$ cat src/acl_entry_params.svh
// Register offsets, field positions, reset values and protocol numbers of the entry matcher
`ifndef ACL_ENTRY_PARAMS_SVH
`define ACL_ENTRY_PARAMS_SVH

// ----------------------------------------
// Register byte offsets
// ----------------------------------------
`define REG_CTRL 12'h000
`define REG_PROTO 12'h004
`define REG_SRC_ADDR 12'h008
`define REG_SRC_MASK 12'h00C
`define REG_DST_ADDR 12'h010
`define REG_DST_MASK 12'h014
`define REG_STATUS 12'h018
`define REG_HIT_COUNT 12'h01C

// ----------------------------------------
// Control register fields
// ----------------------------------------
`define CTRL_FRAME_TYPE_LSB 0
`define CTRL_PROTO_SEL_LSB 4
`define CTRL_TTL_SEL_LSB 8
`define CTRL_FRAG_SEL_LSB 10
`define CTRL_OPT_SEL_LSB 12
`define CTRL_SRC_SEL_LSB 14
`define CTRL_DST_SEL_LSB 16
`define CTRL_ENABLE_BIT 31
`define CTRL_RESET 32'h0000_0000
`define ADDR_RESET 32'h0000_0000
`define MASK_RESET 32'hFFFF_FFFF

// ----------------------------------------
// Protocol numbers
// ----------------------------------------
`define PROTO_ICMP 8'h01
`define PROTO_TCP 8'h06
`define PROTO_UDP 8'h11

`endif

$ cat src/acl_entry_pkg.sv
// Types shared by the entry matcher
package acl_entry_pkg;

   typedef enum logic [2:0] {FT_ANY = 3'd0, FT_ETH = 3'd1, FT_ARP = 3'd2, FT_IPV4 = 3'd3,
      FT_IPV6 = 3'd4} frame_type_e;
   typedef enum logic [2:0] {PR_ANY = 3'd0, PR_SPECIFIC = 3'd1, PR_ICMP = 3'd2, PR_UDP = 3'd3,
      PR_TCP = 3'd4} proto_sel_e;
   typedef enum logic [1:0] {TRI_ANY = 2'd0, TRI_NO = 2'd1, TRI_YES = 2'd2} tri_sel_e;
   typedef enum logic [1:0] {IPF_ANY = 2'd0, IPF_HOST = 2'd1, IPF_NETWORK = 2'd2} ip_filter_e;

   // Parsed header of one frame from the upstream parser
   typedef struct packed {
      logic is_ipv4;
      logic [7:0] protocol;
      logic [7:0] ttl;
      logic more_frags;
      logic [12:0] frag_offset;
      logic has_options;
      logic [31:0] src_addr;
      logic [31:0] dst_addr;
   } frame_hdr_s;

   // Match report
   typedef struct packed {
      logic hit;
      logic icmp_sub_en;
      logic udp_sub_en;
      logic tcp_sub_en;
   } match_result_s;

endpackage

$ cat src/acl_entry_matcher.sv
// IPv4 access-control entry matcher with APB configuration
//
// Added by the designer: the register addresses and register access over APB.
`timescale 1ns/10ps
`include "acl_entry_params.svh"

module acl_entry_matcher
(
   input wire logic pclk,
   input wire logic presetn,
   input wire logic psel,
   input wire logic penable,
   input wire logic pwrite,
   input wire logic [11:0] paddr,
   input wire logic [31:0] pwdata,
   input wire logic [3:0] pstrb,
   output logic [31:0] prdata,
   output logic pready,
   output logic pslverr,
   input wire logic frame_valid,
   input wire acl_entry_pkg::frame_hdr_s frame_hdr,
   output logic result_valid,
   output acl_entry_pkg::match_result_s result
);
   import acl_entry_pkg::*;

   // ----------------------------------------
   // Configuration registers
   // ----------------------------------------
   logic [31:0] ctrl;
   logic [7:0] proto_value;
   logic [31:0] src_addr_cfg;
   logic [31:0] src_mask_cfg;
   logic [31:0] dst_addr_cfg;
   logic [31:0] dst_mask_cfg;
   logic [31:0] hit_count;
   logic last_hit;
   logic last_ipv4_miss;

   logic wr_en;
   logic addr_ok;
   logic [31:0] byte_mask;

   assign wr_en = psel && penable && pwrite;
   assign pready = 1'b1;
   assign pslverr = psel && penable && !addr_ok;

   always_comb
   begin
      if (paddr == `REG_CTRL || paddr == `REG_PROTO || paddr == `REG_SRC_ADDR)
         addr_ok = 1'b1;
      else if (paddr == `REG_SRC_MASK || paddr == `REG_DST_ADDR || paddr == `REG_DST_MASK)
         addr_ok = 1'b1;
      else if (paddr == `REG_STATUS || paddr == `REG_HIT_COUNT)
         addr_ok = 1'b1;
      else
         addr_ok = 1'b0;
   end

   genvar gi;
   generate
      for (gi = 0; gi < 4; gi++)
      begin : g_strb
         assign byte_mask[gi*8 +: 8] = {8{pstrb[gi]}};
      end
   endgenerate

   function automatic logic [31:0] merge(input logic [31:0] old, input logic [31:0] wdata,
      input logic [31:0] bm);
      merge = (old & ~bm) | (wdata & bm);
   endfunction

   always_ff @(posedge pclk or negedge presetn)
   begin
      if (!presetn)
      begin
         ctrl <= `CTRL_RESET;
         proto_value <= 8'h00;
         src_addr_cfg <= `ADDR_RESET;
         src_mask_cfg <= `MASK_RESET;
         dst_addr_cfg <= `ADDR_RESET;
         dst_mask_cfg <= `MASK_RESET;
      end
      else if (wr_en)
      begin
         if (paddr == `REG_CTRL)
            ctrl <= merge(ctrl, pwdata, byte_mask);
         else if (paddr == `REG_PROTO && pstrb[0])
            proto_value <= pwdata[7:0];
         else if (paddr == `REG_SRC_ADDR)
            src_addr_cfg <= merge(src_addr_cfg, pwdata, byte_mask);
         else if (paddr == `REG_SRC_MASK)
            src_mask_cfg <= merge(src_mask_cfg, pwdata, byte_mask);
         else if (paddr == `REG_DST_ADDR)
            dst_addr_cfg <= merge(dst_addr_cfg, pwdata, byte_mask);
         else if (paddr == `REG_DST_MASK)
            dst_mask_cfg <= merge(dst_mask_cfg, pwdata, byte_mask);
      end
   end

   // ----------------------------------------
   // Field decode
   // ----------------------------------------
   frame_type_e frame_type;
   proto_sel_e proto_sel;
   tri_sel_e ttl_sel;
   tri_sel_e frag_sel;
   tri_sel_e opt_sel;
   ip_filter_e src_sel;
   ip_filter_e dst_sel;
   logic entry_en;

   assign frame_type = frame_type_e'(ctrl[`CTRL_FRAME_TYPE_LSB +: 3]);
   assign proto_sel = proto_sel_e'(ctrl[`CTRL_PROTO_SEL_LSB +: 3]);
   assign ttl_sel = tri_sel_e'(ctrl[`CTRL_TTL_SEL_LSB +: 2]);
   assign frag_sel = tri_sel_e'(ctrl[`CTRL_FRAG_SEL_LSB +: 2]);
   assign opt_sel = tri_sel_e'(ctrl[`CTRL_OPT_SEL_LSB +: 2]);
   assign src_sel = ip_filter_e'(ctrl[`CTRL_SRC_SEL_LSB +: 2]);
   assign dst_sel = ip_filter_e'(ctrl[`CTRL_DST_SEL_LSB +: 2]);
   assign entry_en = ctrl[`CTRL_ENABLE_BIT];

   // ----------------------------------------
   // Criteria
   // ----------------------------------------
   logic proto_ok;
   logic ttl_ok;
   logic frag_ok;
   logic opt_ok;
   logic src_ok;
   logic dst_ok;
   logic is_frag;
   logic ipv4_ok;
   logic next_hit;

   assign is_frag = frame_hdr.more_frags || (frame_hdr.frag_offset != 13'h0000);

   always_comb
   begin
      case (proto_sel)
         PR_ANY: proto_ok = 1'b1;
         PR_SPECIFIC: proto_ok = (frame_hdr.protocol == proto_value);
         PR_ICMP: proto_ok = (frame_hdr.protocol == `PROTO_ICMP);
         PR_UDP: proto_ok = (frame_hdr.protocol == `PROTO_UDP);
         PR_TCP: proto_ok = (frame_hdr.protocol == `PROTO_TCP);
         default: proto_ok = 1'b0;
      endcase
   end

   // Unused encodings of the protocol, TTL, fragment, option and address selects never pass, so a bad setting there cannot open the entry wide
   always_comb
   begin
      case (ttl_sel)
         TRI_ANY: ttl_ok = 1'b1;
         TRI_NO: ttl_ok = (frame_hdr.ttl == 8'h00);
         TRI_YES: ttl_ok = (frame_hdr.ttl != 8'h00);
         default: ttl_ok = 1'b0;
      endcase
   end

   always_comb
   begin
      case (frag_sel)
         TRI_ANY: frag_ok = 1'b1;
         TRI_NO: frag_ok = !is_frag;
         TRI_YES: frag_ok = is_frag;
         default: frag_ok = 1'b0;
      endcase
   end

   always_comb
   begin
      case (opt_sel)
         TRI_ANY: opt_ok = 1'b1;
         TRI_NO: opt_ok = !frame_hdr.has_options;
         TRI_YES: opt_ok = frame_hdr.has_options;
         default: opt_ok = 1'b0;
      endcase
   end

   always_comb
   begin
      case (src_sel)
         IPF_ANY: src_ok = 1'b1;
         IPF_HOST: src_ok = (frame_hdr.src_addr == src_addr_cfg);
         IPF_NETWORK: src_ok = ((frame_hdr.src_addr ^ src_addr_cfg) & src_mask_cfg) == '0;
         default: src_ok = 1'b0;
      endcase
   end

   always_comb
   begin
      case (dst_sel)
         IPF_ANY: dst_ok = 1'b1;
         IPF_HOST: dst_ok = (frame_hdr.dst_addr == dst_addr_cfg);
         IPF_NETWORK: dst_ok = ((frame_hdr.dst_addr ^ dst_addr_cfg) & dst_mask_cfg) == '0;
         default: dst_ok = 1'b0;
      endcase
   end

   // Other frame types leave the IPv4 criteria out of the decision
   always_comb
   begin
      if (frame_type == FT_IPV4)
         ipv4_ok = frame_hdr.is_ipv4 && proto_ok && ttl_ok && frag_ok && opt_ok && src_ok
            && dst_ok;
      else
         ipv4_ok = 1'b1;
   end

   assign next_hit = entry_en && ipv4_ok;

   // ----------------------------------------
   // Result register, one cycle after the frame
   // ----------------------------------------
   always_ff @(posedge pclk or negedge presetn)
   begin
      if (!presetn)
      begin
         result_valid <= 1'b0;
         result <= '0;
      end
      else
      begin
         result_valid <= frame_valid;
         if (frame_valid)
         begin
            result.hit <= next_hit;
            result.icmp_sub_en <= next_hit && frame_type == FT_IPV4 && proto_sel == PR_ICMP;
            result.udp_sub_en <= next_hit && frame_type == FT_IPV4 && proto_sel == PR_UDP;
            result.tcp_sub_en <= next_hit && frame_type == FT_IPV4 && proto_sel == PR_TCP;
         end
      end
   end

   // ----------------------------------------
   // Status and hit counter
   // ----------------------------------------
   always_ff @(posedge pclk or negedge presetn)
   begin
      if (!presetn)
      begin
         hit_count <= 32'h0000_0000;
         last_hit <= 1'b0;
         last_ipv4_miss <= 1'b0;
      end
      else
      begin
         // A hit in the same cycle as a clear still counts
         if (frame_valid && next_hit)
            hit_count <= (wr_en && paddr == `REG_HIT_COUNT) ? 32'h0000_0001 : hit_count + 32'h1;
         else if (wr_en && paddr == `REG_HIT_COUNT)
            hit_count <= 32'h0000_0000;
         if (frame_valid)
         begin
            last_hit <= next_hit;
            last_ipv4_miss <= frame_type == FT_IPV4 && !frame_hdr.is_ipv4;
         end
      end
   end

   // ----------------------------------------
   // Read data, registered in the setup phase
   // ----------------------------------------
   always_ff @(posedge pclk or negedge presetn)
   begin
      if (!presetn)
         prdata <= 32'h0000_0000;
      else if (psel && !penable && !pwrite)
      begin
         if (paddr == `REG_CTRL)
            prdata <= ctrl;
         else if (paddr == `REG_PROTO)
            prdata <= {24'h00_0000, proto_value};
         else if (paddr == `REG_SRC_ADDR)
            prdata <= src_addr_cfg;
         else if (paddr == `REG_SRC_MASK)
            prdata <= src_mask_cfg;
         else if (paddr == `REG_DST_ADDR)
            prdata <= dst_addr_cfg;
         else if (paddr == `REG_DST_MASK)
            prdata <= dst_mask_cfg;
         else if (paddr == `REG_STATUS)
            prdata <= {30'h0000_0000, last_ipv4_miss, last_hit};
         else if (paddr == `REG_HIT_COUNT)
            prdata <= hit_count;
         else
            prdata <= 32'h0000_0000;
      end
   end

endmodule

$ cat config.mk
export PLATFORM = sky130hd
export DESIGN_NAME = acl_entry_matcher
export DESIGN_NICKNAME = d
export VERILOG_FILES = /design/src/acl_entry_pkg.sv /design/src/acl_entry_matcher.sv
export VERILOG_INCLUDE_DIRS = /design/src /design/src/src
export SDC_FILE = /design/constraint.sdc
export NUM_CORES = 1
export LEC_CHECK = 0
export BUFFER_PORTS_ARGS = -buffer_cell sky130_fd_sc_hd__buf_2
export CAP_MARGIN = 20
export CORE_ASPECT_RATIO = 0.8
export CORE_UTILIZATION = 45
export CTS_CLUSTER_SIZE = 25
export DETAILED_ROUTE_END_ITERATION = 7
export GPL_TIMING_DRIVEN = 1
export PLACE_DENSITY = 0.64
export SYNTH_ARGS = -nofsm -noshare
export SYNTH_HDL_FRONTEND = slang
export SYNTH_SLANG_ARGS = --single-unit
export TNS_END_PERCENT = 20
$ cat constraint.sdc
create_clock -name pclk -period 3.4 [get_ports pclk]
set_input_delay 0.68 -clock pclk [delete_from_list [all_inputs] [get_ports pclk]]
set_output_delay 0.68 -clock pclk [all_outputs]
set_load 0.01 [all_outputs]
==> Word-level counts from Yosys, hierarchy flattened <==
Index checks and enable logic that the tools add are counted.
{ "totals": {"register_bits": 238, "inputBits": 150, "output_inout_bits": 39, "wordCells": 136} }
{ "classes": {"add_sub_neg": 1, "eq_ne": 28, "mux": 21, "n_bitwise": 21, "reduce_logical": 51} }
{ "ops": {"columns": ["operator", "count"], "rows": [
  ["$mux 32", 11],
  ["$and 32x32->32", 8],
  ["$or 32x32->32", 5],
  ["$eq 32x32->1", 2],
  ["$logic_not 32->1", 2],
  ["$xor 32x32->32", 2],
  ["$eq 12x5->1 const B", 4],
  ["$add 32x1->32 const B", 1],
  ["$not 32->32", 1],
  ["$eq 12x4->1 const B", 2],
  ["$logic_and 1x1->1", 20],
  ["$pmux 1 s3", 5],
  ["$reduce_bool 13->1", 1],
  ["$eq 12x3->1 const B", 1],
  ["$logic_not 12->1", 1],
  ["$eq 2x1->1 const B", 5],
  ["$eq 2x2->1 const B", 5],
  ["$logic_not 2->1", 5],
  ["$eq 3x2->1 const B", 3],
  ["$eq 8x1->1 const B", 1],
  ["$eq 8x3->1 const B", 1],
  ["$eq 8x5->1 const B", 1],
  ["$eq 8x8->1", 1],
  ["$logic_not 8->1", 1],
  ["other kinds (16)", 33]
]} }

==> Longest topological paths before layout <==
Gate-level depths: netlist (run 1).
{ "depth": {"ltp_word": 12, "depth_mapped": 12, "ltp_nobuf": 9} }

==> Worst setup path before layout (run 1) <==
Ideal clock, no wire load.
{ "synth_timing": {"path_type": "input -> register", "startpoint": "input frame_hdr[58] (netlist name)", "endpoint": "register hit_count[28]", "setup_ns": 0.078, "arrival_ns": 2.943, "required_ns": 3.322, "slack_ns": 0.379, "cell_stages": 10, "path_buffers": 1, "cell_sequence": "xor2_1 > a22o_1 > a221oi_2 > nand4_1 > or3_4 > a2111oi_4 > nor2_1 > buf_2 > or4_1 > a21oi_1"} }
{ "synth_between": {"elab_chain_cells": 10, "elab_cells_between_ends": 12, "cone_classes": "eq/ne: 1; mux: 3; bitwise: 2; reduce/logical: 6"} }
{ "synth_lines": {"columns": ["item", "line_no", "rtl"], "rows": [
  ["from (decl)", "acl_entry_matcher.sv:21", "input wire acl_entry_pkg::frame_hdr_s frame_hdr,"],
  ["$xor 32x32->32", "acl_entry_matcher.sv:185", "IPF_NETWORK: src_ok = ((frame_hdr.src_addr ^ src_addr_cfg) & src_mask_cfg) == '0;"],
  ["$and 32x32->32", "acl_entry_matcher.sv:185", null],
  ["$logic_not 32->1", "acl_entry_matcher.sv:185", null],
  ["$pmux 1 s3 (*)", "acl_entry_matcher.sv:182", "case (src_sel)"],
  ["$logic_and 1x1->1 (*)", "acl_entry_matcher.sv:204", "ipv4_ok = frame_hdr.is_ipv4 && proto_ok && ttl_ok && frag_ok && opt_ok && src_ok"],
  ["$logic_and 1x1->1 (*)", "acl_entry_matcher.sv:205", "&& dst_ok;"],
  ["$mux 1 (*)", "acl_entry_matcher.sv:203", "if (frame_type == FT_IPV4)"],
  ["$logic_and 1x1->1 (*)", "acl_entry_matcher.sv:210", "assign next_hit = entry_en && ipv4_ok;"],
  ["$logic_and 1x1->1 (*)", "acl_entry_matcher.sv:249", "if (frame_valid && next_hit)"],
  ["$mux 32 / $reduce_bool 2->1 (equally long branches)", null, null],
  ["to (signal assigned)", "acl_entry_matcher.sv:250", "hit_count <= (wr_en && paddr == `REG_HIT_COUNT) ? 32'h0000_0001 : hit_count + 32'h1;"],
  ["to (decl)", "acl_entry_matcher.sv:36", "logic [31:0] hit_count;"]
]} }
Every way passes the cells marked *; elsewhere a longest branch is shown, timed or not.
A chain may end at the register's enable or synchronous reset.

==> results of run 1 <==
-- critical path, stage by stage (launching register included) --
cell and delay, ns:
dfrtp_1 0.45, xor2_1 0.23, nor4_1 0.37, buf_4 0.18, nand4_1 0.08, o21ai_0 0.22
nand2b_1 0.16, a2111oi_4 0.48, nor2_4 0.20, or4_1 0.55, a21oi_1 0.18
-- routing by layer --
layer	wire [um]	global-route usage	vias to the layer above
met5	0	0	-
met4	1225	0.09421	0
met3	3722	0.06445	82
met2	17220	0.4283	484
met1	18480	0.4542	5045
li1	-	-	4497
-- repair_timing --
item                       4_1_cts  5_1_grt
hold buffers                     0        0
setup endpoints to repair        0       17
buffers inserted                 0        0
resized for setup                0        1
-- layout by cell type, fill, tap and decap left out, types with 10 or more instances in the layout --
| master | synthesis | final |
|---|---|---|
| clkbuf_16 | 0 | 27 |
| o22ai_1 | 26 | 26 |
| o21ai_0 | 26 | 26 |
| a221oi_1 | 62 | 62 |
| nand3_1 | 16 | 16 |
| dfstp_2 | 64 | 64 |
| nor2_1 | 92 | 89 |
| or4_1 | 14 | 14 |
| nand4_1 | 19 | 19 |
| nand2_1 | 50 | 50 |
| buf_4 | 3 | 44 |
| a22o_1 | 10 | 10 |
| mux2_2 | 169 | 169 |
| nor4_1 | 25 | 25 |
| o31ai_1 | 10 | 10 |
| clkbuf_1 | 38 | 10 |
| dfrtp_1 | 174 | 174 |
| buf_2 | 5 | 186 |
| xor2_1 | 74 | 74 |
| a21oi_1 | 67 | 67 |
-- cells by family (layout without fill, tap and decap cells) --
kind of cell	Yosys count	after routing	share of synthesized area
fa+ha+maj	1	1	0.001032
other cells	1	1	0.0003095
simple gates	266	266	0.1110
flops	238	238	0.4981
buf+inv	65	292	0.02158
compound gates	243	243	0.1419
xor+xnor	80	80	0.05783
mux	180	180	0.1682
-- through the flow --
step / TNS [ns] / util / instances
finish: 0 / 0.5512 / 1658
global route: 0 / 0.5512 / 1658
detailed placement: -1.918 / 0.5198 / 1610
global placement: -2.857 / 0.5198 / 1610
CTS: 0 / 0.5510 / 1658
floorplan: 0 / - / 1074
-- area by class of cell --
| type | count | area (sq um) |
|---|---|---|
| Sequential cell | 238 | 6036 |
| Clock inverter | 5 | 27.53 |
| Timing Repair Buffer | 235 | 1356 |
| Inverter | 9 | 33.78 |
| Multi-Input combinational cell | 771 | 5851 |
| Tap cell | 357 | 446.7 |
| Fill cell | 2399 | 11850 |
| Clock buffer | 43 | 795.8 |
-- worst paths after layout --
check / slack [ns] / cells after the start / start / end
max: 0.21 / 10 / flop / hit_count[24]
min: 0.21 / 1 / presetn / asynchronous set/reset pin
max reg2reg: 0.21 / 10 / flop / hit_count[24]
min reg2reg: 0.51 / 1 / flop / flop
max in group asynchronous: 2.33 / 2 / presetn / asynchronous set/reset pin
min in group pclk: 0.35 / 1 / frame_valid / result_valid
-- power by group --
group | internal, W | switching, W
logic | 0.000179 | 0.000301
clock network | 0.00159 | 0.00114
registers | 0.00290 | 0.0000332
==> impl_results.md, run 1 <==
* Fin crit share at 0.9381
* Top-level I/O count at ~190
* HP Class: input port to asynchronous set/reset pin
* H-tree depth at 1
* Final antenna-violating net count at 0
* Hold Slack at around 0.21 ns
* Status: finished clean
* Half-perimeter wire length after placement at between 30 and 40 mm
* CTS tree: done
* Wire per inst at between 20 and 25 um
* Post-route setup slack at 0.2106 ns
* DR vias/cell at just over 6
* Post-Syn Area at approximately 0.012 sq mm
* Clk Latency, worst-skew pair at about 0.53 ns
* Syn_nets at about 1200
* FF+latch count, synth at around 240
* Critical path class: flop to flop
* Slew Viols, Final at 0
* LEAKAGE at approximately 6.8 nW
* Drt first-iter violations at between 900 and 1000
* Vias at roughly 10000
* Crit start category: flop
* Clock Sinks at roughly 240
* First-pass GRT wire length at 60.95 mm
* Drt pass-1 iters at 5
* Yosys cell types at between 50 and 60
* DRC Markers at 0
* RSZ-0062 raised after global routing: no
* Total Power at slightly above 0.006 W
* Fmax at ~310 MHz
* Final Setup Violations at 0
* Maximum vdd drop at ~320 uV
* Pwr Density at 422.4 mW/mm^2
* PortBufs at between 150 and 200
* Initial antenna violation count at 0
* Gr ovfl total at 0
* Buffer depth of the longest clock path at 3
* Critical path required time at approximately 3.9 ns
* Slew HR at 0.4036
* Total Routing Usage GR at 0.3011
* Synth Warn # at 0
* GP Congestion at about 0.98
* Clk pin slew, worst setup/hold paths at 0.06 ns
* Worst-path fanout max at 27
* Cell area after placement at between 0.01 and 0.015 sq mm
* Post-synth top cells: dfrtp_1 (174), mux2_2 (169), nor2_1 (92), xor2_1 (74), a21oi_1 (67)
* Ant diodes at 0
* Async set-reset flop share out of synthesis at 1.000
* Largest net degree at the start of global routing at 109
* Post-synthesis cell count at between 1000 and 1500
* Dpl ws at -0.1417 ns
* CP Data Arrival Time at ~3.6 ns
* Top cell type's share of synthesized area at 0.3594
* Layout area overhead at 20.05%
* Die ar. at between 0.02 and 0.03 sq mm
* Total CTS buffers at 26
* Register area share after synthesis at 0.4981
* Largest cells by area after synthesis: dfrtp_1 (36%), mux2_2 (16%), dfstp_2 (14%)
* Fin crit period at 3.189 ns
* Final WL at between 40 and 50 mm
* Layout cell share with drive strength beyond 1 at 0.4035
* Clock Skews at around 0.0099 ns
* Hold Fails Final Rpt at 0
* CTS Root Cell: clkbuf_16
* Max-cap violation count at 0
* Final instance area at ~0.015 sq mm
* Top FF cell, synth: dfrtp_1
* Total Nets Final at about 1400
* Vias in the first global route at between 9000 and 10000
* Avg Inst Size Synth at 11.28 sq um
* CP endpoint kind: flop
* Die Y at ~150 um
* Synth area leader: dfrtp_1
* Rows at 53
* Post-synth EDFFs at 0
* Die X at between 150 and 200 um
* Core footprint at roughly 0.026 sq mm
* Initial core utilization at 0.4591
* Least-Margin Pin Slew at around 0.9 ns
* Cell with the most instances after synthesis: dfrtp_1
Power figures use the tool's default switching activity.
==> inputs of run 2 (changes only) <==
--- a/config.mk
+++ b/config.mk
@@ -6,6 +6,7 @@
 export SDC_FILE = /design/constraint.sdc
 export NUM_CORES = 1
 export LEC_CHECK = 0
+export ABC_AREA = 1
 export BUFFER_PORTS_ARGS = -buffer_cell sky130_fd_sc_hd__buf_2
 export CAP_MARGIN = 20
 export CORE_ASPECT_RATIO = 0.8
@@ -13,7 +14,7 @@
 export CTS_CLUSTER_SIZE = 25
 export DETAILED_ROUTE_END_ITERATION = 7
 export GPL_TIMING_DRIVEN = 1
-export PLACE_DENSITY = 0.64
+export PLACE_DENSITY = 0.63
 export SYNTH_ARGS = -nofsm -noshare
 export SYNTH_HDL_FRONTEND = slang
 export SYNTH_SLANG_ARGS = --single-unit
==> run 2 against run 1 <==
Combinational power is 36% higher. Hold slack worse by 0.14 ns. Via count is 32% higher. Non-clock buffer count is 15 lower. Clock power grew 5%. Clock skew rose by 0.0062 ns. Worst setup slack gained 0.33 ns. Global-route usage up 0.90 points. Largest power group unchanged.
==> impl_results.md, run 2 <==
* DR vias/cell at 5.367 (-12%)
* Half-perimeter wire length after placement at 36.80 mm (+19%)
* Clk pin slew, worst setup/hold paths at 0.06 ns (about the same)
* Setup tns final at 0 ns (unchanged)
* Post-Syn Area at 0.01393 sq mm (+15%)
* Synth Area in Compound Gates at 0.1439 (+0.001974)
* Worst-path fanout max at 7 (-74%)
* Drt first-iter violations at 1279 (+34%)
* Synth area leader: dfrtp_1
* Buffer depth of the longest clock path at 3 (unchanged)
* Total Nets Final at 2193 (+53%)
* Largest cells by area after synthesis: dfrtp_1 (31%), nand2_1 (15%), dfstp_2 (12%)
* CTS Root Cell: clkbuf_16
* Wl on met1 at 22.21 mm (+20%)
* Drt pass-1 iters at 5 (unchanged)
* Total Routing Usage GR at 0.3101 (+0.009048)
* H-tree depth at 1 (unchanged)
* Wire per inst at 19.55 um (-20%)
* Rows at 57 (+7.5%)
* Post-synth EDFFs at 0 (unchanged)
* Cells on worst reg2reg path at 15 (+5)
* Top cell type's share of synthesized area at 0.3125 (-0.04686)
* XOR/XNOR Fraction of Synth Area at 0.06349 (+0.005660)
* Slew Viols, Final at 0 (unchanged)
* Cell with the most instances after synthesis: nand2_1
* CP endpoint kind: primary output
* Cts repair resizes at 0 (unchanged)
* Synth Warn # at 0 (unchanged)
* Post-CTS Setup Bufs at 0 (unchanged)
* Vias in the first global route at 12628 (+29%)
* Max-cap violation count at 0 (unchanged)
* Largest family of logic cells by synthesized area: simple AND/OR/NAND/NOR gates
* Register area share after synthesis at 0.4332 (-0.06495)
* Least-Margin Pin Slew at 0.6481 ns (-0.2465 ns)
* Fmax at 350.3 MHz (+12%)
* Highest metal used: met5
* Top-level I/O count at 189 (unchanged)
* Fin crit share at 0.8396 (-0.09847)
* Layout cell share with drive strength beyond 1 at 0.1929 (-0.2106)
* Top FF cell, synth: dfrtp_1
* WL met2 at 20.14 mm (+17%)
* Fin crit period at 2.855 ns (-0.3348 ns)
* Met3 WL at 4.393 mm (+18%)
* Hold-fix buffers at CTS at 0 (unchanged)
* Pwr Density at 399.9 mW/mm^2 (-5.3%)
* HP Class: input port to asynchronous set/reset pin
* Status: finished clean
* Post-synthesis cell count at 1861 (+73%)
* Final antenna-violating net count at 0 (unchanged)
* Die ar. at 0.03167 sq mm (+15%)
* Simple-gate share of the synthesized area at 0.2810 (+0.1700)
* Crit start category: input port
* Gr ovfl total at 0 (unchanged)
* First-pass GRT wire length at 74.31 mm (+22%)
* Critical path required time at 2.72 ns (-1.13 ns)
* Final WL at 48.43 mm (+19%)
* Syn_nets at 2012 (+64%)
* Die X at 198.7 um (+7.2%)
* Multiplexer share of the synthesized area at 0 (-0.1682)
* Largest net degree at the start of global routing at 79 (-28%)
* Clock Sinks at 238 (unchanged)
* DRC Markers at 0 (unchanged)
* Commonest non-fill, non-tap cells in the layout: nand2_1 (572), o21ai_0 (195), buf_2 (186)
* LEAKAGE at 7.792 nW (+15%)
* GP Congestion at 1.001 (+1.7%)
* Clock Skews at 0.01604 ns (+0.006186 ns)
* Slowest-stage cell, CP: nor3_4
* Total CTS buffers at 27 (+3.8%)
* Initial antenna violation count at 2 (+2)
* Async set-reset flop share out of synthesis at 1.000 (unchanged)
* Crit-path cells: buf_2 -> nor3_1 -> nand2_1 -> nor3_4 -> inv_2 -> nand2_1 -> nor4_1 -> buf_2
* Initial core utilization at 0.4586 (-0.0004766)
* Reg2Reg Capture Point: hit_count[0]
* Synthesized-area fraction occupied by adder cells at 0.0008980 (-0.0001346)
* Placed insts at 2426 (+51%)
* Layout area overhead at 16.12%
* FF+latch count, synth at 238 (unchanged)
* Most common cell after layout, fill and taps aside: nand2_1
* Hold Fails Final Rpt at 0 (unchanged)
* Avg Inst Size Synth at 7.487 sq um (-34%)
* Vias at 13295 (+32%)
* CP Data Arrival Time at 2.17 ns (-1.47 ns)
* CTS tree: done
* Yosys cell types at 47 (-19%)
* Final Setup Violations at 0 (unchanged)
* Critical path class: input port to primary output
* RSZ-0062 raised after global routing: no
* Post-synth top cells: nand2_1 (572), o21ai_0 (195), inv_1 (182), dfrtp_1 (174), nand3_1 (137)
* Layout Cells excl Fill at 2477 (+49%)
* PortBufs at 187 (unchanged)
* Slew HR at 0.5679 (+0.1644)
* Clk Latency, worst-skew pair at 0.56 ns (+0.03 ns)
* Reg2Reg Setup Slack at 0.59 ns (+0.38 ns)
* Maximum vdd drop at 326.9 uV (+3.7%)
* Critical Path Max Stage Delay at 0.34 ns (-0.21 ns)
* Die Y at 159.4 um (+7.1%)
* Core footprint at 0.03038 sq mm (+15%)
==> run 2: kinds of logic after synthesis <==
family | Yosys count
buf+inv | 263
xor+xnor | 101
compound gates | 336
other cells | 1
simple gates | 921
flops | 238
fa+ha+maj | 1
==> run 2: cell type report <==
type | instances | area, sq um
diodes | 1 | 2.502
clock inverters | 7 | 42.54
clock buffers | 43 | 805.8
well taps | 413 | 516.7
repair buffers | 220 | 1219
inverters | 195 | 732.0
flip-flops and latches | 238 | 6036
multi-input cells | 1360 | 6825
fillers | 3077 | 14200
==> run 2: per-stage QoR <==
step | power [W] | utilization | hold WS [ns] | setup WS, ns | instance area [sq um]
global route | 0.006710 | 0.5325 | 0.1292 | 0.3243 | 16180
finish | 0.006470 | 0.5325 | 0.07533 | 0.5453 | 16180
CTS | 0.006513 | 0.5325 | 0.1175 | 0.5575 | 16180
floorplan | 0.003300 | - | 0.3844 | 0.6670 | 13930
detailed placement | 0.003652 | 0.5045 | 0.4600 | 0.5526 | 15330
global placement | 0.003647 | 0.5045 | 0.4627 | 0.5237 | 15330
==> run 2: power by group <==
group	internal [W]	leakage [nW]	total [W]	switching, W
Sequential	0.00291	2.87	0.00296	0.0000535
Clock	0.00162	0.422	0.00286	0.00124
Combinational	0.000228	4.50	0.000651	0.000424
Total	0.00476	7.79	0.00647	0.00171
==> run 2: per-layer routing <==
layer / vias up / GRT usage
met2: 553 / 0.4425
met4: 2 / 0.1021
li1: 6407 / -
met3: 94 / 0.06821
met1: 6239 / 0.4614
met5: - / 0
==> run 2: worst max-delay path by stage <==
| stage | startpoint | slack, ns | to |
|---|---|---|---|
| 4_1_cts | paddr[3] | 0.56 | pslverr |
| 3_3_place_gp | frame_hdr[52] | 0.52 | hit_count[0] |
| 2_1_floorplan | paddr[11] | 0.67 | pslverr |
| 5_1_grt | flop | 0.32 | hit_count[0] |
| 6_report | paddr[3] | 0.55 | pslverr |
| 3_5_place_dp | frame_hdr[52] | 0.55 | hit_count[0] |
==> run 2: critical path: cells and delay by family <==
family,cells,cell delay (ns)
buffers and inverters,3,0.37
and+or+nand+nor,5,1.13
